<file path="config.mk">
export PLATFORM = sky130hd
export DESIGN_NAME = drive_monitor_output_generator
export DESIGN_NICKNAME = d
export VERILOG_FILES = /design/src/inc/monitor_pkg.sv /design/src/verilog/drive_monitor_output_generator.sv /design/src/verilog/frac_divider.sv /design/src/verilog/gain_scaler.sv
export SDC_FILE = /design/constraint.sdc
export NUM_CORES = 1
export LEC_CHECK = 0
export BUFFER_PORTS_ARGS = -buffer_cell sky130_fd_sc_hd__buf_2
export CORE_ASPECT_RATIO = 2
export CORE_MARGIN = 2
export CORE_UTILIZATION = 60
export CTS_CLUSTER_SIZE = 24
export DETAILED_ROUTE_END_ITERATION = 8
export PLACE_DENSITY_LB_ADDON = 0.12
export SYNTH_ARGS = -nofsm -noshare
export SYNTH_HDL_FRONTEND = slang
export SYNTH_SLANG_ARGS = --single-unit
</file>
<file path="constraint.sdc">
create_clock -name mclk_i -period 8.1 [get_ports mclk_i]
set_input_delay 0.405 -clock mclk_i [delete_from_list [all_inputs] [get_ports mclk_i]]
set_output_delay 0.405 -clock mclk_i [all_outputs]
set_load 0.02 [all_outputs]
</file>
<file path="src/inc/monitor_pkg.sv">
package monitor_pkg;

    // ==========================================================
    // Value widths and full scale
    // ==========================================================
    localparam int         VAL_W      = 10;
    localparam int         FREQ_W     = 16;
    localparam int         GAIN_W     = 8;
    localparam int         OFS_W      = 8;
    localparam int         SEL_W      = 3;
    localparam logic [9:0] FULL_SCALE = 10'h3FF;
    localparam logic [9:0] ZERO_VAL   = 10'h000;

    // ==========================================================
    // Source select codes
    // ==========================================================
    localparam logic [2:0] SEL_OUT_FREQ    = 3'h0;
    localparam logic [2:0] SEL_OUT_CURRENT = 3'h1;
    localparam logic [2:0] SEL_FREQ_PULSE  = 3'h3;
    localparam logic [2:0] SEL_OUT_VOLTAGE = 3'h4;
    localparam logic [2:0] SEL_IN_POWER    = 3'h5;
    localparam logic [2:0] SEL_THERMAL     = 3'h6;
    localparam logic [2:0] SEL_SOFT_FREQ   = 3'h7;

    // ==========================================================
    // Gain and offset scaling
    // ==========================================================
    // A gain of 128 passes the value unchanged.
    localparam int          GAIN_SHIFT          = 7;
    localparam logic [7:0]  DUTY_GAIN_DEFAULT   = 8'h80;
    localparam logic [7:0]  VOLT_GAIN_DEFAULT   = 8'hB4;
    localparam logic [7:0]  CURR_GAIN_DEFAULT   = 8'h50;
    localparam logic [7:0]  VOLT_OFS_DEFAULT    = 8'h00;
    localparam logic [7:0]  CURR_OFS_DEFAULT    = 8'h00;
    // Offsets are in 0.1 V and 0.1 mA steps; the multiplier maps one
    // step to output codes in units of 1/64 code.
    localparam int          OFS_SHIFT           = 6;
    localparam logic [10:0] VOLT_OFS_MUL        = 11'h28F;
    localparam logic [10:0] CURR_OFS_MUL        = 11'h199;
    localparam logic [10:0] NO_OFS_MUL          = 11'h000;

    // ==========================================================
    // Timing
    // ==========================================================
    localparam int         CLK_MHZ       = 100;
    localparam longint     CLK_HZ        = 100_000_000;
    localparam int         PWM_STEP_NS   = 150;
    localparam int         PWM_STEP_CYC  = (PWM_STEP_NS * CLK_MHZ + 999)
                                           / 1000;
    localparam logic [3:0] PWM_TICK_LAST = 4'(PWM_STEP_CYC - 1);
    localparam logic [9:0] PWM_CNT_LAST  = 10'h3FE;

    // Frequencies are in 0.01 Hz steps. The pulse pin toggles each
    // time the accumulator passes half an output cycle's worth of phase.
    localparam longint      FREQ_PER_HZ = 100;
    localparam int          FM_ACC_W    = 34;
    localparam longint      FM_MOD_L    = CLK_HZ * FREQ_PER_HZ / 2;
    localparam logic [33:0] FM_MODULUS  = FM_MOD_L[33:0];

    // ==========================================================
    // Divider
    // ==========================================================
    localparam logic [3:0] DIV_STEPS = 4'hA;

endpackage

</file>
<file path="src/verilog/drive_monitor_output_generator.sv">
// How it works
// (RULE_01) Digital source picked by select code
// (RULE_02) Code 03 pulses, all others PWM
// (RULE_03) Duty is high time over period
// (RULE_04) PWM duty multiplied by 8-bit gain
// (RULE_05) Pulse frequency follows inverter output frequency
// (RULE_06) Full scale pulse rate equals max frequency
// (RULE_07) Pulse mode digital, gain setting ignored
// (RULE_08) Analog channels have independent source selects
// (RULE_09) Voltage spans 0-10 V, current 4-20 mA
// (RULE_10) Each analog channel has gain and offset
// (RULE_11) Scaled values clip at full scale
`timescale 1ns/100ps

module drive_monitor_output_generator
    import monitor_pkg::*;
(
    input  wire logic              mclk_i,
    input  wire logic              resetn_i,
    input  wire logic [FREQ_W-1:0] out_freq_i,
    input  wire logic [FREQ_W-1:0] soft_start_freq_i,
    input  wire logic [FREQ_W-1:0] max_frequency_setting_i,
    input  wire logic [VAL_W-1:0]  out_current_i,
    input  wire logic [VAL_W-1:0]  out_voltage_i,
    input  wire logic [VAL_W-1:0]  in_power_i,
    input  wire logic [VAL_W-1:0]  thermal_ratio_i,
    input  wire logic [SEL_W-1:0]  digital_monitor_select_i,
    input  wire logic [GAIN_W-1:0] duty_gain_setting_i,
    input  wire logic [SEL_W-1:0]  voltage_out_select_i,
    input  wire logic [GAIN_W-1:0] voltage_out_gain_i,
    input  wire logic [OFS_W-1:0]  voltage_out_offset_i,
    input  wire logic [SEL_W-1:0]  current_out_select_i,
    input  wire logic [GAIN_W-1:0] current_out_gain_i,
    input  wire logic [OFS_W-1:0]  current_out_offset_i,
    output logic                   digital_monitor_pin_o,
    output logic                   pulse_mode_o,
    output logic                   select_error_o,
    output logic [VAL_W-1:0]       voltage_monitor_out_o,
    output logic [VAL_W-1:0]       current_loop_out_o
);

    // ==========================================================
    // Source mapping
    // ==========================================================
    logic [VAL_W-1:0] freq_frac;
    logic [VAL_W-1:0] soft_frac;

    // Codes outside the list give zero so a miswired setting reads
    // as an idle meter rather than a stale value.
    function automatic logic [VAL_W-1:0] pick_source(
        input logic [SEL_W-1:0] code,
        input logic             allow_pulse
    );
        logic [VAL_W-1:0] val;
        val = ZERO_VAL;
        case (code)
            SEL_OUT_FREQ:    val = freq_frac;
            SEL_OUT_CURRENT: val = out_current_i;
            SEL_FREQ_PULSE:  val = allow_pulse ? freq_frac : ZERO_VAL;
            SEL_OUT_VOLTAGE: val = out_voltage_i;
            SEL_IN_POWER:    val = in_power_i;
            SEL_THERMAL:     val = thermal_ratio_i;
            SEL_SOFT_FREQ:   val = soft_frac;
            default:         val = ZERO_VAL;
        endcase
        return val;
    endfunction

    function automatic logic code_ok(
        input logic [SEL_W-1:0] code,
        input logic             allow_pulse
    );
        logic ok;
        ok = 1'b1;
        case (code)
            SEL_FREQ_PULSE: ok = allow_pulse;
            3'h2:           ok = 1'b0;
            default:        ok = 1'b1;
        endcase
        return ok;
    endfunction

    // ==========================================================
    // Frequency ratios, shared divider
    // ==========================================================
    logic             div_kick;
    logic             next_div_kick;
    logic             div_sel;
    logic             next_div_sel;
    logic             div_done;
    logic [VAL_W-1:0] div_quot;
    logic [VAL_W-1:0] next_freq_frac;
    logic [VAL_W-1:0] next_soft_frac;
    logic [FREQ_W-1:0] div_num;

    // One divider serves both frequencies in turn; the ratios lag by
    // a few dozen cycles, far below what a meter can show.
    assign div_num = div_sel ? soft_start_freq_i : out_freq_i;

    frac_divider u_div (
        .mclk_i   (mclk_i),
        .resetn_i (resetn_i),
        .start_i  (div_kick),
        .num_i    (div_num),
        .den_i    (max_frequency_setting_i),
        .done_o   (div_done),
        .quot_o   (div_quot)
    );

    always_comb begin
        next_div_kick  = div_done;
        next_div_sel   = div_sel;
        next_freq_frac = freq_frac;
        next_soft_frac = soft_frac;
        if (div_done) begin
            next_div_sel = ~div_sel;
            if (div_sel) begin
                next_soft_frac = div_quot;
            end else begin
                next_freq_frac = div_quot;
            end
        end
    end

    always_ff @(posedge mclk_i or negedge resetn_i) begin
        if (!resetn_i) begin
            div_kick  <= 1'b1;
            div_sel   <= 1'b0;
            freq_frac <= '0;
            soft_frac <= '0;
        end else begin
            div_kick  <= next_div_kick;
            div_sel   <= next_div_sel;
            freq_frac <= next_freq_frac;
            soft_frac <= next_soft_frac;
        end
    end

    // ==========================================================
    // Digital monitor duty
    // ==========================================================
    logic [VAL_W-1:0] dig_value;
    logic [VAL_W-1:0] duty;
    logic             pulse_mode;

    always_comb begin
        dig_value = pick_source(digital_monitor_select_i, 1'b1); //RULE_01
    end
    assign pulse_mode = (digital_monitor_select_i == SEL_FREQ_PULSE); //RULE_02

    gain_scaler #(
        .OFS_MUL (NO_OFS_MUL)
    ) u_duty (
        .mclk_i   (mclk_i),
        .resetn_i (resetn_i),
        .value_i  (dig_value),
        .gain_i   (duty_gain_setting_i),
        .offset_i ('0),
        .scaled_o (duty)
    );

    // ==========================================================
    // PWM frame
    // ==========================================================
    logic [3:0]       tick_cnt;
    logic [3:0]       next_tick_cnt;
    logic             tick;
    logic [VAL_W-1:0] pwm_cnt;
    logic [VAL_W-1:0] next_pwm_cnt;
    logic [VAL_W-1:0] duty_hold;
    logic [VAL_W-1:0] next_duty_hold;
    logic             pwm_level;
    logic             next_pwm_level;

    assign tick = (tick_cnt == PWM_TICK_LAST);

    // The duty is taken only at the start of a frame, so a change of
    // setting never cuts a frame short or doubles its pulse.
    always_comb begin
        next_tick_cnt  = tick ? 4'h0 : tick_cnt + 4'h1;
        next_pwm_cnt   = pwm_cnt;
        next_duty_hold = duty_hold;
        if (tick) begin
            if (pwm_cnt == PWM_CNT_LAST) begin
                next_pwm_cnt   = ZERO_VAL;
                next_duty_hold = duty;
            end else begin
                next_pwm_cnt = pwm_cnt + 10'h001;
            end
        end
        // A frame is 1023 steps, so the full scale code stays high.
        next_pwm_level = (pwm_cnt < duty_hold); //RULE_03
    end

    always_ff @(posedge mclk_i or negedge resetn_i) begin
        if (!resetn_i) begin
            tick_cnt  <= '0;
            pwm_cnt   <= '0;
            duty_hold <= '0;
            pwm_level <= 1'b0;
        end else begin
            tick_cnt  <= next_tick_cnt;
            pwm_cnt   <= next_pwm_cnt;
            duty_hold <= next_duty_hold;
            pwm_level <= next_pwm_level;
        end
    end

    // ==========================================================
    // Frequency pulse train
    // ==========================================================
    logic [FREQ_W-1:0]   fm_freq;
    logic [FM_ACC_W-1:0] fm_acc;
    logic [FM_ACC_W-1:0] next_fm_acc;
    logic [FM_ACC_W-1:0] fm_sum;
    logic                fm_level;
    logic                next_fm_level;

    // Above the maximum setting the rate stays at the maximum.
    assign fm_freq = (out_freq_i > max_frequency_setting_i) ?
                     max_frequency_setting_i : out_freq_i; //RULE_06 RULE_11

    // The accumulator makes the rate exact on average, with one
    // clock of jitter per edge instead of a rounded period.
    always_comb begin
        fm_sum        = fm_acc + {18'h00000, fm_freq}; //RULE_05 RULE_07
        next_fm_acc   = fm_sum;
        next_fm_level = fm_level;
        if (!pulse_mode) begin
            next_fm_acc   = '0;
            next_fm_level = 1'b0;
        end else if (fm_sum >= FM_MODULUS) begin
            next_fm_acc   = fm_sum - FM_MODULUS;
            next_fm_level = ~fm_level; //RULE_05
        end
    end

    always_ff @(posedge mclk_i or negedge resetn_i) begin
        if (!resetn_i) begin
            fm_acc   <= '0;
            fm_level <= 1'b0;
        end else begin
            fm_acc   <= next_fm_acc;
            fm_level <= next_fm_level;
        end
    end

    // ==========================================================
    // Pin and status
    // ==========================================================
    logic pin;
    logic next_pin;
    logic mode;
    logic sel_err;
    logic next_sel_err;

    always_comb begin
        next_pin     = pulse_mode ? fm_level : pwm_level; //RULE_02
        next_sel_err = ~code_ok(digital_monitor_select_i, 1'b1)
                     | ~code_ok(voltage_out_select_i, 1'b0)
                     | ~code_ok(current_out_select_i, 1'b0);
    end

    always_ff @(posedge mclk_i or negedge resetn_i) begin
        if (!resetn_i) begin
            pin     <= 1'b0;
            mode    <= 1'b0;
            sel_err <= 1'b0;
        end else begin
            pin     <= next_pin;
            mode    <= pulse_mode;
            sel_err <= next_sel_err;
        end
    end

    assign digital_monitor_pin_o = pin;
    assign pulse_mode_o          = mode;
    assign select_error_o        = sel_err;

    // ==========================================================
    // Analog monitor channels
    // ==========================================================
    logic [VAL_W-1:0] volt_value;
    logic [VAL_W-1:0] curr_value;

    always_comb begin
        volt_value = pick_source(voltage_out_select_i, 1'b0); //RULE_08
        curr_value = pick_source(current_out_select_i, 1'b0); //RULE_08
    end

    // Code 0 is 0 V and full scale is 10 V on the voltage channel.
    gain_scaler #(
        .OFS_MUL (VOLT_OFS_MUL)
    ) u_volt (
        .mclk_i   (mclk_i),
        .resetn_i (resetn_i),
        .value_i  (volt_value),
        .gain_i   (voltage_out_gain_i),
        .offset_i (voltage_out_offset_i),
        .scaled_o (voltage_monitor_out_o) //RULE_09
    );

    // Code 0 is 4 mA and full scale is 20 mA on the loop channel, so
    // a broken loop is still told apart from a zero reading.
    gain_scaler #(
        .OFS_MUL (CURR_OFS_MUL)
    ) u_curr (
        .mclk_i   (mclk_i),
        .resetn_i (resetn_i),
        .value_i  (curr_value),
        .gain_i   (current_out_gain_i),
        .offset_i (current_out_offset_i),
        .scaled_o (current_loop_out_o) //RULE_09
    );

endmodule

</file>
<file path="src/verilog/frac_divider.sv">
`timescale 1ns/100ps

module frac_divider
    import monitor_pkg::*;
(
    input  wire logic              mclk_i,
    input  wire logic              resetn_i,
    input  wire logic              start_i,
    input  wire logic [FREQ_W-1:0] num_i,
    input  wire logic [FREQ_W-1:0] den_i,
    output logic                   done_o,
    output logic [VAL_W-1:0]       quot_o
);

    typedef enum logic [0:0] {DIV_IDLE, DIV_RUN} div_state_t;

    div_state_t        state;
    div_state_t        next_state;
    logic [FREQ_W:0]   rem;
    logic [FREQ_W:0]   next_rem;
    logic [FREQ_W-1:0] den;
    logic [FREQ_W-1:0] next_den;
    logic [VAL_W-1:0]  quot;
    logic [VAL_W-1:0]  next_quot;
    logic [3:0]        step;
    logic [3:0]        next_step;
    logic              done;
    logic              next_done;
    logic [FREQ_W+1:0] trial;

    // ==========================================================
    // Restoring division of num * 1024 / den
    // ==========================================================
    always_comb begin
        next_state = state;
        next_rem   = rem;
        next_den   = den;
        next_quot  = quot;
        next_step  = step;
        next_done  = 1'b0;
        trial      = {rem, 1'b0};
        case (state)
            DIV_IDLE: begin
                if (start_i) begin
                    // A ratio of one or more cannot be shown; pin it.
                    if (num_i >= den_i) begin
                        next_quot = FULL_SCALE; //RULE_11
                        next_done = 1'b1;
                    end else begin
                        next_rem   = {1'b0, num_i};
                        next_den   = den_i;
                        next_quot  = ZERO_VAL;
                        next_step  = DIV_STEPS;
                        next_state = DIV_RUN;
                    end
                end
            end
            DIV_RUN: begin
                if (trial >= {2'b00, den}) begin
                    next_rem  = 17'(trial - {2'b00, den});
                    next_quot = {quot[VAL_W-2:0], 1'b1};
                end else begin
                    next_rem  = trial[FREQ_W:0];
                    next_quot = {quot[VAL_W-2:0], 1'b0};
                end
                next_step = step - 4'h1;
                if (step == 4'h1) begin
                    next_done  = 1'b1;
                    next_state = DIV_IDLE;
                end
            end
            default: begin
                next_state = DIV_IDLE;
            end
        endcase
    end

    always_ff @(posedge mclk_i or negedge resetn_i) begin
        if (!resetn_i) begin
            state <= DIV_IDLE;
            rem   <= '0;
            den   <= '0;
            quot  <= '0;
            step  <= '0;
            done  <= 1'b0;
        end else begin
            state <= next_state;
            rem   <= next_rem;
            den   <= next_den;
            quot  <= next_quot;
            step  <= next_step;
            done  <= next_done;
        end
    end

    assign done_o = done;
    assign quot_o = quot;

endmodule

</file>
<file path="src/verilog/gain_scaler.sv">
`timescale 1ns/100ps

module gain_scaler
    import monitor_pkg::*;
#(
    parameter logic [10:0] OFS_MUL = NO_OFS_MUL
)
(
    input  wire logic              mclk_i,
    input  wire logic              resetn_i,
    input  wire logic [VAL_W-1:0]  value_i,
    input  wire logic [GAIN_W-1:0] gain_i,
    input  wire logic [OFS_W-1:0]  offset_i,
    output logic [VAL_W-1:0]       scaled_o
);

    logic [17:0]      prod;
    logic [18:0]      ofs_full;
    logic [13:0]      sum;
    logic [VAL_W-1:0] scaled;
    logic [VAL_W-1:0] next_scaled;

    // ==========================================================
    // Gain, offset and saturation
    // ==========================================================
    always_comb begin
        prod     = value_i * gain_i; //RULE_04 RULE_10
        ofs_full = offset_i * OFS_MUL; //RULE_10
        sum      = {3'b000, prod[17:GAIN_SHIFT]}
                 + {1'b0, ofs_full[18:OFS_SHIFT]};
        // Clipping keeps an overdriven meter at its stop instead of
        // letting the reading wrap back towards zero.
        if (sum > {4'h0, FULL_SCALE}) begin
            next_scaled = FULL_SCALE; //RULE_11
        end else begin
            next_scaled = sum[VAL_W-1:0];
        end
    end

    always_ff @(posedge mclk_i or negedge resetn_i) begin
        if (!resetn_i) begin
            scaled <= '0;
        end else begin
            scaled <= next_scaled;
        end
    end

    assign scaled_o = scaled;

endmodule
</file>
==> flow_summary.toml, run 1 <==
[detailed_routing]
viasPerCell = 5.932
finalWirelength_mm = 56.55
ant_nets = 0
routed-via-count = 17480
post_drt_wl_per_cell_um = 19.19
first_pass_iters = 5
drc = 0
drt_iter0_drc = 760

[pwr]
sw_frac_of_total = 0.4884
p_switching_w = 0.004019
vdd_ir_drop_max_uv = 303.0
p_int_w = 0.004210
combPwrFrac = 0.736
cellPowerDensity_nw_per_um2 = 349.5
seqPwrFrac = 0.162
power.share.clock = 0.101
p_leak_nw = 11.58

[clocking]
cts_resized = 0
cts_sinks = 164
clkTransAtPathRegs_ns = 0.08
cts_inserted_buffers = 17
cts_tree = "built"
h-tree-depth = 4
cts-root-buf = "clkbuf_16"
cts_setup_buffers = 0
clk_path_buf_depth = 2
clock_latency_ns = 0.45
holdBufCountCts = 0

[critical_path]
crit_start = "voltage_out_select_i[0]"
reg2regPathDepth = 30
reg2reg_from = "soft_frac[3]"
cp.required_ns = 8.40
critPathLaunchType = "input pin"
worstSetupPathType = "input pin to flip-flop"
r2r_slack_ns = 0.76
r2r_end = "u_volt.scaled_o[8]"
crit_path_end = "u_volt.scaled_o[8]"
critical_path_arrival_ns = 7.69
max_stage_delay_ns = 0.54
end_kind = "flip-flop"
critPathMaxFanout = 30
crit_path_top_delay_cell = "fa_1"

[floorplanning]
dieArea_sq_um = 37630
fp.dieH_um = 272.4
rows = 98
pin_count = 162
die_w_um = 138.2
core-area_sq_um = 35680
start_util = 0.6054

[synth]
yosysSeqAreaShare = 0.1900
netlist-cell-type-count = 102
synth_ff_type = "dfrtp_1"
async_flop_share = 1.000
avgSynthCellArea_sq_um = 9.248
yosys-top-cells-area = "dfrtp_1 (19%), ha_1 (17%), fa_1 (16%)"
synth.cell_area_sq_um = 21600
yosys_warnings = 0
syn_inst = 2336
synth_common_cells = "ha_1 (290), inv_1 (261), fa_1 (169)"
synth_top_cell_area_share = 0.1888
synth_top_area_cell = "dfrtp_1"
syn_nets = 2934
synth.most_common_cell = "ha_1"
synth_seq_cells = 164
synth_edf_count = 0

[sta]
worstMarginPinSlew_ns = 1.186
max_clock_freq_ghz = 0.1354
drv_slew = 0
finalCriticalPeriod_ns = 7.385
slew_headroom = 0.2051
period_share = 0.9118
finalSetupTns_ns = 0
setup_slack_ns = 0.7147
setup_viol = 0
hold_viol = 8
rsz0062_at_grt = "no"
fin_hold_ws_ns = -0.02813
skew_ns = 0.01531

[run_status]
status = "finished with violations"
violations = "negative hold slack"

[min_path]
min_path_type = "input pin to asynchronous set/reset pin"

[grt]
grt_pass1_wl_mm = 94.14
grt_pass1_vias = 18850
grtUsageTotal = 0.3104
antenna_found_initial = 3
grt_max_degree = 86
overflow = 0

[final_layout]
final_area_sq_um = 23550
syn_to_final_growth_pct = 9.012
nets = 3080
finalNonFillerCells = 2947
nFillCells = 2980
drive_above_1_share = 0.1391

[placement]
gp_congestion = 0.9931
placed_cells = 2913
placed_area_sq_um = 22950
dp_slack_ns = 0.2725
portBuffers = 161
hpwl_mm = 46.13

[job]
drv_cap = 0
power by group through the flow:
stage / logic (W) / registers, W / clock network [W]
final: 0.00606 / 0.00133 / 0.000834
after global routing: 0.00687 / 0.00136 / 0.000887
after CTS: 0.00611 / 0.00133 / 0.000851
after detailed placement: 0.00607 / 0.00134 / 0
after global placement: 0.00584 / 0.00134 / 0
after floorplan: 0.00458 / 0.00127 / 0
area by class of cell:
cell class	instances	area, sq um	area share
diodes	3	7.507	0.0003188
clock buffers	17	425.4	0.01806
clock inverters	14	165.2	0.007013
inverters	262	983.4	0.04176
multi-input cells	1848	16280	0.6912
flip-flops and latches	164	4106	0.1744
well taps	450	563.0	0.02391
repair buffers	189	1022	0.04341
registers in the layout (all words and copies together), names as in the netlist, 4 cells and up:
name / flops
fm_acc: 34
u_div.rem: 17
u_div.den: 16
duty_hold: 10
freq_frac: 10
pwm_cnt: 10
soft_frac: 10
u_curr.scaled_o: 10
u_div.quot_o: 10
u_duty.scaled_o: 10
u_volt.scaled_o: 10
tick_cnt: 4
u_div.step: 4
placed cells by master (no fill, tap or decap), types with 33 or more instances in the layout:
cell type	Yosys	routed
buf_2	12	160
a21oi_1	88	88
nor2_1	135	135
dfrtp_1	163	162
mux2i_1	65	65
and2_1	75	75
xnor2_1	68	68
fa_1	169	169
nand2_1	166	166
xor2_1	38	38
mux2_2	66	66
nor3_1	43	41
ha_1	290	290
o21ai_0	94	93
inv_1	261	261
o21a_1	33	33
nor2b_1	119	119
nand3_1	39	39
nand2b_1	57	57
a21o_1	39	39
how the worst min path moves through the flow:
stage | startpoint | slack, ns | end
final | resetn_i | -0.03 | fm_acc[6]
after global routing | resetn_i | 0.04 | fm_acc[6]
after CTS | resetn_i | 0.03 | fm_acc[6]
after detailed placement | u_div.done_o | 0.43 | div_kick
after global placement | u_div.done_o | 0.42 | div_kick
after floorplan | resetn_i | 0.11 | digital_monitor_pin_o
logic make-up (layout without fill, tap and decap cells):
group                    after synthesis  in the layout  share of synthesized area
AO/OA/AOI/OAI                        417            417                     0.1308
XOR/XNOR                             108            108                    0.04448
adder cells (fa/ha/maj)              459            459                     0.3246
buffers and inverters                324            482                    0.05774
flip-flops                           164            164                     0.1900
multiplexers                         145            145                    0.07859
other                                  0              3                          0
AND/OR/NAND/NOR                      719            719                     0.1738
stage by stage:
step	utilization	total power (W)
after detailed placement	0.6432	0.007407
after CTS	0.6598	0.008293
final	0.6600	0.008230
after global placement	0.6432	0.007177
after floorplan	-	0.005843
after global routing	0.6599	0.009119
critical path: cells and delay by family:
family | cells | cell delay (ns)
adders and majority gates | 6 | 2.66
and+or+nand+nor | 6 | 0.93
buffers and inverters | 6 | 0.95
AOI/OAI and AO/OA | 13 | 2.73
metal layers:
metal  routed length, um  up-vias  track usage
li1                    -     8277            -
met1               20220     8622       0.3254
met2               31300      410       0.5954
met3                1712      170      0.03499
met4                3314        2       0.1737
met5                  10        -            0
No activity file was read; power rests on OpenSTA's default activity.
==> run 2, diff against run 1 <==
--- a/config.mk
+++ b/config.mk
@@ -6,10 +6,8 @@
 export NUM_CORES = 1
 export LEC_CHECK = 0
 export BUFFER_PORTS_ARGS = -buffer_cell sky130_fd_sc_hd__buf_2
-export CORE_ASPECT_RATIO = 2
 export CORE_MARGIN = 2
 export CORE_UTILIZATION = 60
-export CTS_CLUSTER_SIZE = 24
 export DETAILED_ROUTE_END_ITERATION = 8
 export PLACE_DENSITY_LB_ADDON = 0.12
 export SYNTH_ARGS = -nofsm -noshare
==> flow_summary.toml, run 2 (same netlist as run 1, synthesis figures left out) <==
[run_status]
status = "finished, final reports clean"

[clocking]
cts_sinks = 164
clock_latency_ns = 0.44
clk_path_buf_depth = 2
h-tree-depth = 4
cts_tree = "built"
cts-root-buf = "clkbuf_16"
cts_inserted_buffers = 17
clkTransAtPathRegs_ns = 0.07
cts_setup_buffers = 0

[pwr]
total_power_w = 0.008112
vdd_ir_drop_max_uv = 396.3
cellPowerDensity_nw_per_um2 = 344.6
p_leak_nw = 11.56

[sta]
finalCriticalPeriod_ns = 7.440
drv_slew = 0
finalSetupTns_ns = 0
hold_viol = 0
skew_ns = 0.008557
max_clock_freq_ghz = 0.1344
slew_headroom = 0.2986
rsz0062_at_grt = "no"
worstMarginPinSlew_ns = 1.052
period_share = 0.9185
setup_viol = 0

[floorplanning]
die_w_um = 193.8
dieArea_sq_um = 37540
rows = 69
fp.dieH_um = 193.8
core-area_sq_um = 35480
pin_count = 162
start_util = 0.6088

[critical_path]
critical_path_arrival_ns = 7.74
critPathMaxFanout = 30
crit_family = "compound AO/OA/AOI/OAI gates"
crit_buf_inv = 3
cp_common_cell = "a21oi_1"
critPathLaunchType = "input pin"
max_stage_delay_ns = 0.60
cp.required_ns = 8.40
crit_path_top_delay_cell = "a2111oi_1"
worstSetupPathType = "input pin to flip-flop"
end_kind = "flip-flop"

[final_layout]
largest_reg_flops = 34
multi_input_area_sq_um = 16280
nets = 3079
reg_top3 = "fm_acc: 34 flops, u_div.rem: 17 flops, u_div.den: 16 flops"
syn_to_final_growth_pct = 8.971
most-common-layout-cells = "ha_1 (290), inv_1 (261), fa_1 (169), nand2_1 (166), dfrtp_1 (162)"
nFillCells = 2912
final_common_cell = "ha_1"
drive_above_1_share = 0.1379
seq_area_sq_um = 4106
final_area_sq_um = 23540
regMostFlops = "fm_acc"

[detailed_routing]
viasPerCell = 5.856
routed-via-count = 17320
post_drt_wl_per_cell_um = 17.60
ant_nets = 0
finalWirelength_mm = 52.06
drc = 0
first_pass_iters = 7
drt_iter0_drc = 971

[placement]
gp_congestion = 0.9390
hpwl_mm = 41.93
placed_area_sq_um = 22950
portBuffers = 161

[grt]
grt_max_degree = 66
antenna_found_initial = 5
grt_pass1_vias = 17790
grt_pass1_wl_mm = 88.35
grtUsageTotal = 0.2850
overflow = 0

[min_path]
min_path_type = "input pin to flip-flop"

[job]
drv_cap = 0
run 2: stage by stage:
stage / utilization / std cells / worst slack [ns] / hold WS (ns)
floorplan: - / 2336 / 0.5193 / 0.1094
global placement: 0.6468 / 2922 / 0.5232 / 0.3863
detailed placement: 0.6468 / 2922 / 0.1984 / 0.3894
CTS: 0.6632 / 2955 / 0.6884 / 0.2689
global route: 0.6634 / 2957 / 0.008034 / 0.2989
finish: 0.6635 / 2958 / 0.6602 / 0.2798
run 2: final timing paths:
check / from / endpoint / slack, ns / cells past startpoint
max: voltage_out_select_i[0] / u_volt.scaled_o[8] / 0.66 / 29
min: max_frequency_setting_i[6] / u_div.den[6] / 0.28 / 3
max reg2reg: soft_frac[3] / u_volt.scaled_o[8] / 0.70 / 28
min reg2reg: u_div.done_o / div_kick / 0.43 / 0
max in group asynchronous: resetn_i / u_div.state / 6.35 / 3
min in group asynchronous: resetn_i / u_curr.scaled_o[2] / 0.48 / 2
run 2: power by group:
group / switching (W) / internal [W]
sequential: 0.000216 / 0.00110
clock: 0.000381 / 0.000434
combinational: 0.00334 / 0.00264
run 2: final cells by class:
cell class                      count  area share
Clock buffer                       19     0.01839
Inverter                          262     0.04178
Timing Repair Buffer              188     0.04321
Antenna cell                        3   0.0003189
Clock inverter                     13    0.005953
Sequential cell                   164      0.1744
Tap cell                          461     0.02450
Multi-Input combinational cell   1848      0.6914
run 2: per-layer routing:
| metal | up-vias | global-route usage | routed length (um) |
|---|---|---|---|
| li1 | 8286 | - | - |
| met1 | 8524 | 0.3906 | 23810 |
| met2 | 428 | 0.4753 | 24790 |
| met3 | 84 | 0.04018 | 2318 |
| met4 | 0 | 0.07605 | 1141 |
| met5 | - | 0 | 0 |
run 2: timing repair:
action	4_1_cts	5_1_grt
resized for setup	0	0
hold buffers	1	0
endpoints found under the hold margin	53	0
run 2: tightest hold or removal path, cell delays in order:
cell and delay (ns):
buf_2 0.11, inv_1 0.09, mux2i_1 0.08
